## src/core/pod_params.svh

```systemverilog
/*
 Constants for the privileged operation decoder: short field codes, field
 positions, reset values and option bits. Assumes inclusion by the package
 and the decoder modules only.
*/
// Operation
// RULE1: Configuration-set loads 0-3, forces 4-7 one, 8-12 zero
// RULE2: Cache invalidate issues two slave bus cycles
// RULE3: MMU register load issues two slave bus cycles
// RULE4: Legacy MMU registers access raises undefined trap
// RULE5: Validate protection denial sets flag, no abort
// RULE6: Processor register short field code selection
// RULE7: Processor register load/store changes no flags
// RULE8: User mode processor register access is illegal
// RULE9: Block mode uses upper 28 operand bits
// RULE10: Missing block leaves cache state unchanged
// RULE11: Whole-cache mode reads operand, discards value
// RULE12: Decode all, instruction, data option bits
// RULE13: No cache option selected means no effect
// RULE14: User mode cache invalidate is illegal, no flags
// RULE15: MMU register moves full 32 bits, no flags
// RULE16: MMU disabled makes MMU access undefined
// RULE17: Supervisor with short MSB zero is undefined
// RULE18: MMU enabled in user mode is illegal
// RULE19: MMU short field code selection
// RULE20: Invalidate address registers are write-only
// RULE21: Store of write-only register returns zero
`ifndef POD_PARAMS_SVH
`define POD_PARAMS_SVH
`define POD_PR_DEBUG_COND 4'h1
`define POD_PR_BREAK_PC 4'h2
`define POD_PR_DEBUG_STAT 4'h3
`define POD_PR_CMP_ADDR 4'h4
`define POD_PR_USER_SP 4'hB
`define POD_PR_CONFIG 4'hC
`define POD_MR_CONTROL 4'h9
`define POD_MR_STATUS 4'hA
`define POD_MR_EXC_ADDR 4'hB
`define POD_MR_TBASE0 4'hC
`define POD_MR_TBASE1 4'hD
`define POD_MR_INVAL0 4'hE
`define POD_MR_INVAL1 4'hF
`define POD_CFG_MMU_BIT 2
`define POD_CFG_FORCE_ONE 4'hF
`define POD_CFG_FORCE_ZERO 5'h00
`define POD_CFG_RESET 13'h0000
`define POD_BLOCK_LSB 4
`define POD_WO_READ_VALUE 32'h0000_0000
`define POD_REG_RESET 32'h0000_0000
`endif

```

## src/core/pod_pkg.sv

```systemverilog
/*
 Types for the privileged operation decoder. Assumes the params header sits
 on the include path.
*/
`include "pod_params.svh"
package pod_pkg;
   typedef enum logic [2:0] {POD_OP_NONE, POD_OP_LPR, POD_OP_SPR, POD_OP_CONFIGURATION_SET_OP, POD_OP_CACHE_INVALIDATE_OP, POD_OP_LMR,
      POD_OP_SMR, POD_OP_VAL} pod_op_t;
   typedef struct packed {
      pod_op_t op;
      logic [3:0] short_field;
      logic opt_all;
      logic opt_icache;
      logic opt_dcache;
      logic prot_denied;
      logic [23:0] inst_bytes;
      logic [31:0] operand;
   } pod_req_t;
   typedef struct packed {
      logic inval_icache;
      logic inval_dcache;
      logic whole;
      logic [27:0] block_addr;
   } pod_cache_cmd_t;
   typedef struct packed {
      logic valid;
      logic second;
      logic [31:0] data;
   } pod_slave_cyc_t;
endpackage : pod_pkg

```

## src/core/pod_decode.sv

```systemverilog
/*
 Privileged operation decoder and executor: processor register moves,
 configuration set, cache invalidate, MMU register moves and validate flag.
 Assumes one request per cycle at most, with the operand already fetched.
*/
`timescale 1ns/1ps
`include "pod_params.svh"
module pod_decode
   import pod_pkg::*;
(
   // Clock and reset
   input wire logic ref_clk_i,
   input wire logic sys_rst_i,
   // Request
   input wire logic req_valid_i,
   input wire pod_req_t req_i,
   input wire logic user_flag_i,
   input wire logic block_present_i,
   // Results
   output logic done_o,
   output logic [31:0] store_data_o,
   output logic undefined_instruction_trap_o,
   output logic illegal_instruction_trap_o,
   output logic abort_trap_o,
   output logic validate_flag_set_o,
   output logic [12:0] config_o,
   output pod_cache_cmd_t cache_cmd_o,
   output logic cache_cmd_valid_o,
   output pod_slave_cyc_t slave_cyc_o
);
   logic [12:0] config_ff;
   logic [31:0] user_stack_pointer_ff;
   logic [31:0] debug_condition_register_ff;
   logic [31:0] breakpoint_program_counter_ff;
   logic [31:0] debug_status_ff;
   logic [31:0] compare_address_register_ff;
   logic [31:0] translation_control_register_ff;
   logic [31:0] translation_status_register_ff;
   logic [31:0] translation_exception_address_ff;
   logic [31:0] table_base_zero_ff;
   logic [31:0] table_base_one_ff;
   logic [31:0] invalidate_address_zero_ff;
   logic [31:0] invalidate_address_one_ff;
   logic und_c;
   logic ill_c;
   logic ok;
   logic [31:0] nxt_store;
   logic slave_start;

   pod_trap_check u_trap
   (
      .op_i(req_i.op),
      .short_i(req_i.short_field),
      .user_flag_i(user_flag_i),
      .mmu_en_i(config_ff[`POD_CFG_MMU_BIT]),
      .und_o(und_c),
      .ill_o(ill_c)
   );
   assign ok = req_valid_i && !und_c && !ill_c;
   assign slave_start = ok && ((req_i.op == POD_OP_CACHE_INVALIDATE_OP) || (req_i.op == POD_OP_LMR)); // RULE2 RULE3
   pod_slave_seq u_slave
   (
      .ref_clk_i(ref_clk_i),
      .sys_rst_i(sys_rst_i),
      .start_i(slave_start),
      .inst_i(req_i.inst_bytes),
      .operand_i(req_i.operand),
      .cyc_o(slave_cyc_o)
   );
   // Traps and completion
   always_ff @(posedge ref_clk_i)
   begin
      if (sys_rst_i)
      begin
         done_o <= 1'b0;
         undefined_instruction_trap_o <= 1'b0;
         illegal_instruction_trap_o <= 1'b0;
         abort_trap_o <= 1'b0;
      end
      else
      begin
         done_o <= ok;
         undefined_instruction_trap_o <= req_valid_i && und_c; // RULE4 RULE16 RULE17
         illegal_instruction_trap_o <= req_valid_i && ill_c; // RULE8 RULE14 RULE18
         abort_trap_o <= 1'b0; // RULE5
      end
   end
   // Validate flag; only status change this block can make
   always_ff @(posedge ref_clk_i)
   begin
      if (sys_rst_i)
         validate_flag_set_o <= 1'b0;
      else
         validate_flag_set_o <= ok && (req_i.op == POD_OP_VAL) && req_i.prot_denied; // RULE5 RULE7 RULE15
   end
   // Configuration register
   always_ff @(posedge ref_clk_i)
   begin
      if (sys_rst_i)
         config_ff <= `POD_CFG_RESET;
      else if (ok && req_i.op == POD_OP_CONFIGURATION_SET_OP)
         config_ff <= {`POD_CFG_FORCE_ZERO, `POD_CFG_FORCE_ONE, req_i.short_field}; // RULE1
      else if (ok && req_i.op == POD_OP_LPR && req_i.short_field == `POD_PR_CONFIG)
         config_ff <= req_i.operand[12:0];
   end
   assign config_o = config_ff;
   // Processor registers
   always_ff @(posedge ref_clk_i)
   begin
      if (sys_rst_i)
      begin
         user_stack_pointer_ff <= `POD_REG_RESET;
         debug_condition_register_ff <= `POD_REG_RESET;
         breakpoint_program_counter_ff <= `POD_REG_RESET;
         debug_status_ff <= `POD_REG_RESET;
         compare_address_register_ff <= `POD_REG_RESET;
      end
      else if (ok && req_i.op == POD_OP_LPR)
      begin
         case (req_i.short_field) // RULE6
            `POD_PR_DEBUG_COND: debug_condition_register_ff <= req_i.operand;
            `POD_PR_BREAK_PC: breakpoint_program_counter_ff <= req_i.operand;
            `POD_PR_DEBUG_STAT: debug_status_ff <= req_i.operand;
            `POD_PR_CMP_ADDR: compare_address_register_ff <= req_i.operand;
            `POD_PR_USER_SP: user_stack_pointer_ff <= req_i.operand;
            default: ;
         endcase
      end
   end
   // MMU registers, full word moves
   always_ff @(posedge ref_clk_i)
   begin
      if (sys_rst_i)
      begin
         translation_control_register_ff <= `POD_REG_RESET;
         translation_status_register_ff <= `POD_REG_RESET;
         translation_exception_address_ff <= `POD_REG_RESET;
         table_base_zero_ff <= `POD_REG_RESET;
         table_base_one_ff <= `POD_REG_RESET;
         invalidate_address_zero_ff <= `POD_REG_RESET;
         invalidate_address_one_ff <= `POD_REG_RESET;
      end
      else if (ok && req_i.op == POD_OP_LMR)
      begin
         case (req_i.short_field) // RULE19 RULE15
            `POD_MR_CONTROL: translation_control_register_ff <= req_i.operand;
            `POD_MR_STATUS: translation_status_register_ff <= req_i.operand;
            `POD_MR_EXC_ADDR: translation_exception_address_ff <= req_i.operand;
            `POD_MR_TBASE0: table_base_zero_ff <= req_i.operand;
            `POD_MR_TBASE1: table_base_one_ff <= req_i.operand;
            `POD_MR_INVAL0: invalidate_address_zero_ff <= req_i.operand; // RULE20
            `POD_MR_INVAL1: invalidate_address_one_ff <= req_i.operand;
            default: ;
         endcase
      end
   end
   // Store data mux
   always_comb
   begin
      nxt_store = 32'h0000_0000;
      if (req_i.op == POD_OP_SPR)
      begin
         case (req_i.short_field)
            `POD_PR_DEBUG_COND: nxt_store = debug_condition_register_ff;
            `POD_PR_BREAK_PC: nxt_store = breakpoint_program_counter_ff;
            `POD_PR_DEBUG_STAT: nxt_store = debug_status_ff;
            `POD_PR_CMP_ADDR: nxt_store = compare_address_register_ff;
            `POD_PR_USER_SP: nxt_store = user_stack_pointer_ff;
            `POD_PR_CONFIG: nxt_store = {19'h00000, config_ff};
            default: nxt_store = 32'h0000_0000;
         endcase
      end
      else if (req_i.op == POD_OP_SMR)
      begin
         case (req_i.short_field)
            `POD_MR_CONTROL: nxt_store = translation_control_register_ff;
            `POD_MR_STATUS: nxt_store = translation_status_register_ff;
            `POD_MR_EXC_ADDR: nxt_store = translation_exception_address_ff;
            `POD_MR_TBASE0: nxt_store = table_base_zero_ff;
            `POD_MR_TBASE1: nxt_store = table_base_one_ff;
            // Write-only: reads zero, touches nothing
            default: nxt_store = `POD_WO_READ_VALUE; // RULE21
         endcase
      end
   end
   always_ff @(posedge ref_clk_i)
   begin
      if (sys_rst_i)
         store_data_o <= 32'h0000_0000;
      else if (ok && (req_i.op == POD_OP_SPR || req_i.op == POD_OP_SMR))
         store_data_o <= nxt_store;
   end
   // Cache invalidate command
   always_ff @(posedge ref_clk_i)
   begin
      if (sys_rst_i)
      begin
         cache_cmd_o <= '0;
         cache_cmd_valid_o <= 1'b0;
      end
      else
      begin
         // Miss handled here: in block mode, no present block, no command
         cache_cmd_valid_o <= ok && (req_i.op == POD_OP_CACHE_INVALIDATE_OP) && (req_i.opt_icache || req_i.opt_dcache) &&
            (req_i.opt_all || block_present_i); // RULE10 RULE13
         cache_cmd_o.inval_icache <= req_i.opt_icache; // RULE12
         cache_cmd_o.inval_dcache <= req_i.opt_dcache;
         cache_cmd_o.whole <= req_i.opt_all;
         // Operand still read in whole mode, value dropped
         cache_cmd_o.block_addr <= req_i.opt_all ? 28'h0000000 : req_i.operand[31:`POD_BLOCK_LSB]; // RULE9 RULE11
      end
   end
endmodule : pod_decode

```

## src/core/pod_trap_check.sv

```systemverilog
/*
 Privilege and enable checks for the decoder. Pure combinational; assumes the
 caller registers its outputs.
*/
`timescale 1ns/1ps
`include "pod_params.svh"
module pod_trap_check
   import pod_pkg::*;
(
   // Decoded request
   input wire pod_op_t op_i,
   input wire logic [3:0] short_i,
   // Processor state
   input wire logic user_flag_i,
   input wire logic mmu_en_i,
   // Verdict
   output logic und_o,
   output logic ill_o
);
   logic mmu_op;
   logic pr_known;
   assign mmu_op = (op_i == POD_OP_LMR) || (op_i == POD_OP_SMR);
   assign pr_known = (short_i == `POD_PR_DEBUG_COND) || (short_i == `POD_PR_BREAK_PC) ||
      (short_i == `POD_PR_DEBUG_STAT) || (short_i == `POD_PR_CMP_ADDR) ||
      (short_i == `POD_PR_USER_SP) || (short_i == `POD_PR_CONFIG); // RULE6
   always_comb
   begin
      und_o = 1'b0;
      ill_o = 1'b0;
      if (mmu_op)
      begin
         if (!mmu_en_i) // RULE16
            und_o = 1'b1;
         else if (user_flag_i) // RULE18
            ill_o = 1'b1;
         else if (!short_i[3]) // RULE17 RULE4
            und_o = 1'b1;
      end
      else if ((op_i == POD_OP_LPR || op_i == POD_OP_SPR) && pr_known && user_flag_i) // RULE8
         ill_o = 1'b1;
      else if ((op_i == POD_OP_CACHE_INVALIDATE_OP || op_i == POD_OP_CONFIGURATION_SET_OP) && user_flag_i) // RULE14
         ill_o = 1'b1;
   end
endmodule : pod_trap_check

```

## src/core/pod_slave_seq.sv

```systemverilog
/*
 Two-cycle slave bus announcement: opcode bytes, then operand. Assumes the
 monitor samples every cycle in which valid is high.
*/
`timescale 1ns/1ps
module pod_slave_seq
   import pod_pkg::*;
(
   // Clock and reset
   input wire logic ref_clk_i,
   input wire logic sys_rst_i,
   // Start
   input wire logic start_i,
   input wire logic [23:0] inst_i,
   input wire logic [31:0] operand_i,
   // Bus cycle
   output pod_slave_cyc_t cyc_o
);
   logic [31:0] held_ff;
   logic pend_ff;
   always_ff @(posedge ref_clk_i)
   begin
      if (sys_rst_i)
      begin
         cyc_o <= '0;
         pend_ff <= 1'b0;
         held_ff <= 32'h0000_0000;
      end
      else if (start_i)
      begin
         cyc_o <= '{valid: 1'b1, second: 1'b0, data: {8'h00, inst_i}}; // RULE2 RULE3
         pend_ff <= 1'b1;
         held_ff <= operand_i;
      end
      else if (pend_ff)
      begin
         cyc_o <= '{valid: 1'b1, second: 1'b1, data: held_ff};
         pend_ff <= 1'b0;
      end
      else
         cyc_o <= '0;
   end
endmodule : pod_slave_seq

```

## config.mk

```make
export PLATFORM = sky130hd
export DESIGN_NAME = pod_decode
export DESIGN_NICKNAME = d
export VERILOG_FILES = /design/src/core/pod_pkg.sv /design/src/core/pod_decode.sv /design/src/core/pod_trap_check.sv /design/src/core/pod_slave_seq.sv
export VERILOG_INCLUDE_DIRS = /design/src /design/src/core
export SDC_FILE = /design/constraint.sdc
export NUM_CORES = 1
export LEC_CHECK = 0
export ABC_AREA = 1
export BUFFER_PORTS_ARGS = -buffer_cell sky130_fd_sc_hd__buf_4
export CORE_ASPECT_RATIO = 0.9
export CORE_MARGIN = 5
export CORE_UTILIZATION = 50
export CTS_BUF_LIST = sky130_fd_sc_hd__clkbuf_16
export CTS_CLUSTER_DIAMETER = 40
export CTS_CLUSTER_SIZE = 30
export DETAILED_ROUTE_END_ITERATION = 10
export PLACE_DENSITY = 0.73
export SLEW_MARGIN = 0
export SYNTH_ARGS = -nofsm -noshare
export SYNTH_HDL_FRONTEND = slang
export SYNTH_SLANG_ARGS = --single-unit
export TNS_END_PERCENT = 5
```

## constraint.sdc

```tcl
create_clock -name ref_clk_i -period 2.4 [get_ports ref_clk_i]
set_clock_uncertainty 0.15 [all_clocks]
set_input_delay 0.12 -clock ref_clk_i [delete_from_list [all_inputs] [get_ports ref_clk_i]]
set_output_delay 0.12 -clock ref_clk_i [all_outputs]
set_load 0.05 [all_outputs]
```

==> results.sh, run 1 <==
export IMPL_status="finished, final reports clean"
export IMPL_powerDensity_nw_per_um2=732
export IMPL_htreeDepth=2
export IMPL_layout_min_cycle_time_ns=2.23
export IMPL_synthToLayoutAreaGrowth_pct=23.0
export IMPL_crit_required_ns=2.80
export IMPL_ys_async_sr_fraction_pct=0
export IMPL_clock_sinks=468
export IMPL_synth_seq_cells=468
export IMPL_post_cts_buffers=0
export IMPL_path_clk_slew_ns=0.06
export IMPL_dieHeight_um=199
export IMPL_holdPathStages=4
export IMPL_p_comb_share_pct=7.5
export IMPL_crit_path_cell_trace="dlygate4sd3_1 > buf_4 > inv_1 > nor2_1 > nand2_1 > nand2_2 > a21boi_1 > nand2_4 > nand2_4 > inv_8 > nand2_1 > nor3_1 > dlygate4sd3_1"
export IMPL_cts_tree="done"
export IMPL_slew_headroom_pct=43.6
export IMPL_critPathLaunchType="input port"
export IMPL_worst_pin_slew_ns=0.847
export IMPL_drt_initial_drc_count=1963
export IMPL_pwr_share_seq_pct=44.0
export IMPL_row_count=69
export IMPL_rsz0062_at_grt="false"
export IMPL_wl_met2_um=29600
export IMPL_p_clk_share_pct=48.5
export IMPL_grt_max_degree=88
export IMPL_antenna_found_initial=3
export IMPL_internal_power_w=0.0132
export IMPL_io_pin_count=188
export IMPL_ys_flop_type="dfxtp_1"
export IMPL_clock_latency_ns=0.61
export IMPL_reg2regPathDepth=10
export IMPL_grt_util_all_layers_pct=28.2
export IMPL_io_buffers=186
export IMPL_avgViaCountPerCell=5.41
export IMPL_critPathMaxFanout=19
export IMPL_routed_wl_um=64100
export IMPL_period_share_pct=92.9
export IMPL_cpPeakStageDelay_ns=0.57
export IMPL_yosysSeqAreaShare_pct=47.0
export IMPL_fmaxAchievable_mhz=448
export IMPL_critPathArrivalTime_ns=2.63
export IMPL_finalSetupViolCount=0
export IMPL_postLayoutCoreUtil_pct=62.2
export IMPL_synth_edff_count=0
export IMPL_via_count=19791
export IMPL_dp_hpwl_um=40200
export IMPL_ys_warn_count=0
export IMPL_root_buffer="clkbuf_16"
export IMPL_top_layer="met5"
export IMPL_nNetsFinal=3150
export IMPL_slew_violations=0
export IMPL_syn_area_um2=19900
export IMPL_die_area_um2=44000
export IMPL_p_sw_w=0.00474
export IMPL_finalHoldViolations=0
export IMPL_die_x_um=221
export IMPL_min_from="req_i[43]"
export IMPL_wl_met1_um=26800
export IMPL_clock_path_buffers=3
export IMPL_tns_ns=0
export IMPL_ant_nets=0
export IMPL_wire_per_inst_um=17.5
export IMPL_critPathBufInv=5
export IMPL_whs_ns=0.105
export IMPL_cts_buffers=59
export IMPL_synthCells=2903
export IMPL_coreArea_um2=39500
export IMPL_synth_nets=2975
export IMPL_swShare_pct=26.4
export IMPL_fillers=3492
export IMPL_drv_cap=0
export IMPL_wl_met3_um=5500
export IMPL_end_kind="register"
export IMPL_p_leak_nw=11.0
export IMPL_globalRouteOverflowTotal=0
export IMPL_initial_utilization_pct=50.5
export IMPL_critical_path_class="input port to register"
export IMPL_syn_avg_cell_area_um2=6.87
export IMPL_drive_gt1_share_pct=12.6
export IMPL_path_delay_family="buffers and inverters"
export IMPL_first_pass_iters=6
export IMPL_min_to="u_slave.cyc_o[11]$_SDFF_PP0_"
export IMPL_netlist_cell_type_count=35
export IMPL_gp_congestion=0.870
export IMPL_first_global_vias=18428
export IMPL_num_antenna_cells=0
export IMPL_hold_path_class="input port to register"
export IMPL_timing_rr_end="debug_status_ff[3]$_SDFFE_PP0P_"
export IMPL_irDropWorstVdd_mv=0.611
export IMPL_r2r_setup_slack_ns=0.21
export IMPL_slowest_stage="dlygate4sd3_1"
export IMPL_remaining_drc_errors=0
export IMPL_timing_rr_start="config_o[2]$_SDFFE_PP0P_"
export IMPL_grt_pass1_wl_um=99600
[how the worst max path moves through the flow]
stage                                        start                                                to  cells past startpoint
after floorplan           config_o[2]$_SDFFE_PP0P_                      u_slave.cyc_o[11]$_SDFF_PP0_                      8
after global placement                   req_i[66]  translation_control_register_ff[18]$_SDFFE_PP0P_                     13
after detailed placement                 req_i[64]  translation_control_register_ff[20]$_SDFFE_PP0P_                     12
after global routing                     req_i[65]                    validate_flag_set_o$_SDFF_PP0_                     13
after CTS                                req_i[64]                    validate_flag_set_o$_SDFF_PP0_                     12
final                                    req_i[65]                    validate_flag_set_o$_SDFF_PP0_                     13
[cell usage after synthesis (2+ instances only)]
| master | count | area share (%) |
|---|---|---|
| nand3_4 | 3 | 0.26 |
| inv_1 | 301 | 5.7 |
| o21ai_1 | 12 | 0.30 |
| buf_4 | 25 | 0.94 |
| nand2_1 | 779 | 15 |
| buf_1 | 10 | 0.19 |
| o221ai_1 | 5 | 0.22 |
| nor2_2 | 3 | 0.094 |
| buf_2 | 51 | 1.3 |
| nand2_4 | 3 | 0.17 |
| nand3_1 | 25 | 0.63 |
| inv_2 | 2 | 0.038 |
| o31ai_1 | 8 | 0.30 |
| o21ai_0 | 142 | 3.6 |
| nand3_2 | 4 | 0.20 |
| buf_6 | 5 | 0.28 |
| a21oi_1 | 172 | 4.3 |
| dfxtp_1 | 468 | 47 |
| nor3_1 | 6 | 0.15 |
| o2111ai_1 | 5 | 0.22 |
| nand2_2 | 3 | 0.094 |
| a22oi_1 | 6 | 0.23 |
| o211ai_1 | 9 | 0.34 |
| clkbuf_1 | 135 | 2.5 |
| nand4_1 | 145 | 4.5 |
| o22ai_1 | 64 | 2.0 |
| nor2_1 | 502 | 9.4 |
| clkinv_1 | 3 | 0.056 |
[logic make-up after synthesis]
| logic type | Yosys count | synth area share, % |
|---|---|---|
| buf+inv | 533 | 11.0 |
| simple gates | 1475 | 30.4 |
| flops | 468 | 47.0 |
| compound gates | 425 | 11.6 |
| xor+xnor | 1 | 0.0439 |
| other cells | 1 | 0.0188 |
[layer usage]
metal | track usage [%] | vias up
met5 | 0 | -
met2 | 46.2 | 890
met1 | 37.4 | 9234
met3 | 5.80 | 160
met4 | 10.0 | 6
li1 | - | 9501
[stage by stage]
step                      setup slack (ns)  total power, W  area, um^2  instances
after global placement               0.221         0.00926       21800       3471
after floorplan                      0.621         0.00878       19900       2903
after global routing                0.0322          0.0185       24500       3661
after CTS                            0.150          0.0180       24500       3661
final                                0.170          0.0179       24500       3661
after detailed placement             0.150         0.00928       21800       3471
[sequential cells by signal (all words and copies together), names as in the netlist, 13 cells and up]
name,flops
u_slave.cyc_o,34
breakpoint_program_counter_ff,32
compare_address_register_ff,32
debug_condition_register_ff,32
debug_status_ff,32
store_data_o,32
table_base_one_ff,32
table_base_zero_ff,32
translation_control_register_ff,32
translation_exception_address_ff,32
translation_status_register_ff,32
u_slave.held_ff,32
user_stack_pointer_ff,32
cache_cmd_o,31
config_o,13
[power by group through the flow]
stage	clock network (W)	logic [W]	registers, W
floorplan	0	0.000508	0.00827
global placement	0	0.00120	0.00806
detailed placement	0	0.00121	0.00807
CTS	0.00883	0.00132	0.00789
global route	0.00918	0.00141	0.00790
finish	0.00870	0.00135	0.00790
[repair_timing]
| action | 4_1_cts | 5_1_grt |
|---|---|---|
| endpoints found under the hold margin | 434 | 0 |
| gates resized for setup | 0 | 2 |
| endpoints found under the setup margin | 0 | 2 |
| hold buffers | 78 | 0 |
[layout by cell type, fill, tap and decap left out, types with 2 or more instances in the layout]
| master | count |
|---|---|
| nand2_1 | 779 |
| nor2_1 | 500 |
| dfxtp_1 | 468 |
| inv_1 | 300 |
| buf_4 | 244 |
| a21oi_1 | 172 |
| nand4_1 | 145 |
| o21ai_0 | 142 |
| dlygate4sd3_1 | 78 |
| o22ai_1 | 64 |
| clkbuf_16 | 59 |
| nand3_1 | 24 |
| buf_12 | 18 |
| inv_6 | 14 |
| o21ai_1 | 12 |
| clkinv_2 | 12 |
| o211ai_1 | 9 |
| o31ai_1 | 8 |
| clkinv_1 | 7 |
| inv_8 | 6 |
| a22oi_1 | 6 |
| nor3_1 | 6 |
| clkinvlp_4 | 6 |
| nand3_2 | 5 |
| o221ai_1 | 5 |
| o2111ai_1 | 5 |
| clkinv_4 | 5 |
| inv_2 | 4 |
| nor2_4 | 4 |
| nand2_2 | 3 |
| nand2_4 | 3 |
| nand3_4 | 3 |
| clkinv_8 | 3 |
| bufinv_16 | 3 |
| nor2_2 | 2 |
[worst register-to-register path: cells and delay by family, from the launching register on]
family / cells / cell delay [ns]
flops: 1 / 0.39
simple gates: 6 / 0.61
compound gates: 1 / 0.25
buf+inv: 3 / 0.67
[final cells by class]
cell class,instances,area [um^2],area share (%)
sequential,468,9370,38.2
clock buffer,59,1480,6.02
clock inverter,53,480,1.96
inverter,307,1160,4.75
multi-input combinational,1902,8400,34.2
tap,532,666,2.71
timing repair buffer,340,2970,12.1
Note: power is estimated with default switching activity, not from simulation.
==> run 2: changes to the inputs <==
--- a/config.mk
+++ b/config.mk
@@ -6,7 +6,6 @@
 export SDC_FILE = /design/constraint.sdc
 export NUM_CORES = 1
 export LEC_CHECK = 0
-export ABC_AREA = 1
 export BUFFER_PORTS_ARGS = -buffer_cell sky130_fd_sc_hd__buf_4
 export CORE_ASPECT_RATIO = 0.9
 export CORE_MARGIN = 5
==> results.sh, run 2 <==
export IMPL_status="finished, final reports clean"
export IMPL_p_leak_nw=8.40
export IMPL_min_from="req_i[60]"
export IMPL_layout_min_cycle_time_ns=2.29
export IMPL_slew_headroom_pct=51.8
export IMPL_drive_gt1_share_pct=17.2
export IMPL_avgViaCountPerCell=5.99
export IMPL_first_pass_iters=8
export IMPL_cts_buffers=47
export IMPL_ys_top_cells_by_count="dfxtp_1, nand2_1, a21oi_1"
export IMPL_routed_wl_um=58300
export IMPL_root_buffer="clkbuf_16"
export IMPL_synth_fa_ha_area_share_pct=0
export IMPL_min_to="debug_status_ff[13]$_SDFFE_PP0P_"
export IMPL_crit_required_ns=2.76
export IMPL_syn_avg_cell_area_um2=8.90
export IMPL_drt_initial_drc_count=1798
export IMPL_irDropWorstVdd_mv=0.701
export IMPL_synth_xor_area_share_pct=0.0924
export IMPL_nNetsFinal=2363
export IMPL_critical_path_class="input port to register"
export IMPL_final_common_cell="dfxtp_1"
export IMPL_remaining_drc_errors=0
export IMPL_die_area_um2=41900
export IMPL_timing_rr_start="config_o[2]$_SDFFE_PP0P_"
export IMPL_synth_top_area_share_pct=49.4
export IMPL_antenna_found_initial=2
export IMPL_grt_util_all_layers_pct=26.3
export IMPL_coreArea_um2=37400
export IMPL_powerDensity_nw_per_um2=714
export IMPL_path_clk_slew_ns=0.07
export IMPL_first_global_vias=16527
export IMPL_critPathArrivalTime_ns=2.65
export IMPL_wire_per_inst_um=20.7
export IMPL_holdPathStages=5
export IMPL_synth_edff_count=0
export IMPL_timing_rr_end="cache_cmd_valid_o$_SDFF_PP0_"
export IMPL_synthToLayoutAreaGrowth_pct=22.1
export IMPL_synth_mux_area_share_pct=6.35
export IMPL_dieHeight_um=195
export IMPL_ys_flop_type="dfxtp_1"
export IMPL_clock_path_buffers=3
export IMPL_p_total_w=0.0165
export IMPL_gp_congestion=0.857
export IMPL_synth_nets=2203
export IMPL_ant_nets=0
export IMPL_yosys_top_cells_area="dfxtp_1, nand2_1, a21oi_1"
export IMPL_die_x_um=215
export IMPL_syn_area_um2=19000
export IMPL_drv_cap=0
export IMPL_htreeDepth=2
export IMPL_via_count=16861
export IMPL_netlist_cell_type_count=56
export IMPL_final_cell_mix="dfxtp_1, nand2_1, a21oi_1"
export IMPL_yosys_area_top_type="dfxtp_1"
export IMPL_synthCells=2131
export IMPL_synth_top_family_by_area="simple AND/OR/NAND/NOR gates"
export IMPL_globalRouteOverflowTotal=0
export IMPL_cts_tree="done"
export IMPL_io_buffers=186
export IMPL_fillers=3067
export IMPL_grt_pass1_wl_um=91500
export IMPL_slew_violations=0
export IMPL_ys_async_sr_fraction_pct=0
export IMPL_reg2regPathDepth=6
export IMPL_grt_max_degree=119
export IMPL_end_kind="register"
export IMPL_hold_path_class="input port to register"
export IMPL_synth_compound_area_share_pct=19.3
export IMPL_r2r_setup_slack_ns=0.19
export IMPL_finalHoldViolations=0
export IMPL_ys_warn_count=0
export IMPL_yosysMostFrequentCell="dfxtp_1"
export IMPL_largest_reg_flops=34
export IMPL_critPathMaxFanout=32
export IMPL_tns_ns=0
export IMPL_worst_pin_slew_ns=0.716
export IMPL_io_pin_count=188
export IMPL_synth_seq_cells=468
export IMPL_yosysSeqAreaShare_pct=49.4
export IMPL_synthSimpleGateAreaFrac_pct=19.9
export IMPL_clock_latency_ns=0.57
export IMPL_dp_hpwl_um=36200
export IMPL_row_count=67
export IMPL_rsz0062_at_grt="false"
export IMPL_initial_utilization_pct=50.7
export IMPL_clock_sinks=468
export IMPL_critPathLaunchType="input port"
export IMPL_fmaxAchievable_mhz=436
export IMPL_regMostFlops="u_slave.cyc_o"
export IMPL_period_share_pct=95.5
export IMPL_finalSetupViolCount=0
run 2: kinds of logic after synthesis:
group,count (synthesis)
multiplexers,114
other,1
XOR/XNOR,2
buffers and inverters,217
AO/OA/AOI/OAI,581
flip-flops,468
AND/OR/NAND/NOR,748
run 2: how the worst max path moves through the flow:
stage,startpoint,end,slack (ns)
finish,req_i[61],compare_address_register_ff[14]$_SDFFE_PP0P_,0.11
global placement,config_o[2]$_SDFFE_PP0P_,cache_cmd_valid_o$_SDFF_PP0_,0.19
global route,req_i[61],compare_address_register_ff[14]$_SDFFE_PP0P_,0.08
detailed placement,config_o[2]$_SDFFE_PP0P_,cache_cmd_valid_o$_SDFF_PP0_,0.20
CTS,req_i[61],compare_address_register_ff[14]$_SDFFE_PP0P_,0.02
floorplan,req_i[61],store_data_o[13]$_SDFFE_PP0P_,0.38
run 2: final cells by class:
cell class,instances,area (um^2),area share [%]
Clock buffer,48,1200,5.19
Tap cell,483,604,2.61
Sequential cell,468,9370,40.4
Clock inverter,40,407,1.76
Antenna cell,1,2.50,0.0108
Inverter,3,11.3,0.0486
Multi-Input combinational cell,1446,8700,37.6
Timing Repair Buffer,325,2870,12.4
run 2: per-layer routing:
metal | up-vias | GRT usage (%) | wire [um]
met5 | - | 0 | 0
met4 | 0 | 9.27 | 2010
met3 | 134 | 4.67 | 4700
met2 | 789 | 44.7 | 28100
met1 | 8135 | 34.0 | 23500
li1 | 7803 | - | -
run 2: report_power, final:
group	internal, W	switching (W)
clock	0.00428	0.00331
sequential	0.00781	0.0000221
combinational	0.000403	0.000720
total	0.0125	0.00405
run 2: repair_timing:
item,CTS,global route
resized for setup,0,1
hold endpoints to repair,425,0
hold buffers,73,0
buffers inserted,0,0
setup endpoints to repair,0,1
run 2: critical path, stage by stage:
cell and delay, ns:
dlygate4sd3_1 0.54, buf_4 0.21, or3b_4 0.51, nor4_4 0.24
buf_12 0.27, nand2_1 0.08, dlygate4sd3_1 0.56, a21oi_1 0.11
run 2: per-stage QoR:
step                      utilization [%]  instance area (um^2)  worst slack [ns]  hold slack, ns  std cells
after floorplan                         -                 19000             0.379          0.0917       2131
after global placement               55.7                 20800             0.193           0.222       2652
after detailed placement             55.7                 20800             0.204           0.225       2652
after CTS                            61.9                 23200            0.0181          0.0914       2813
after global routing                 62.0                 23200            0.0843           0.124       2814
final                                62.0                 23200             0.107           0.108       2814
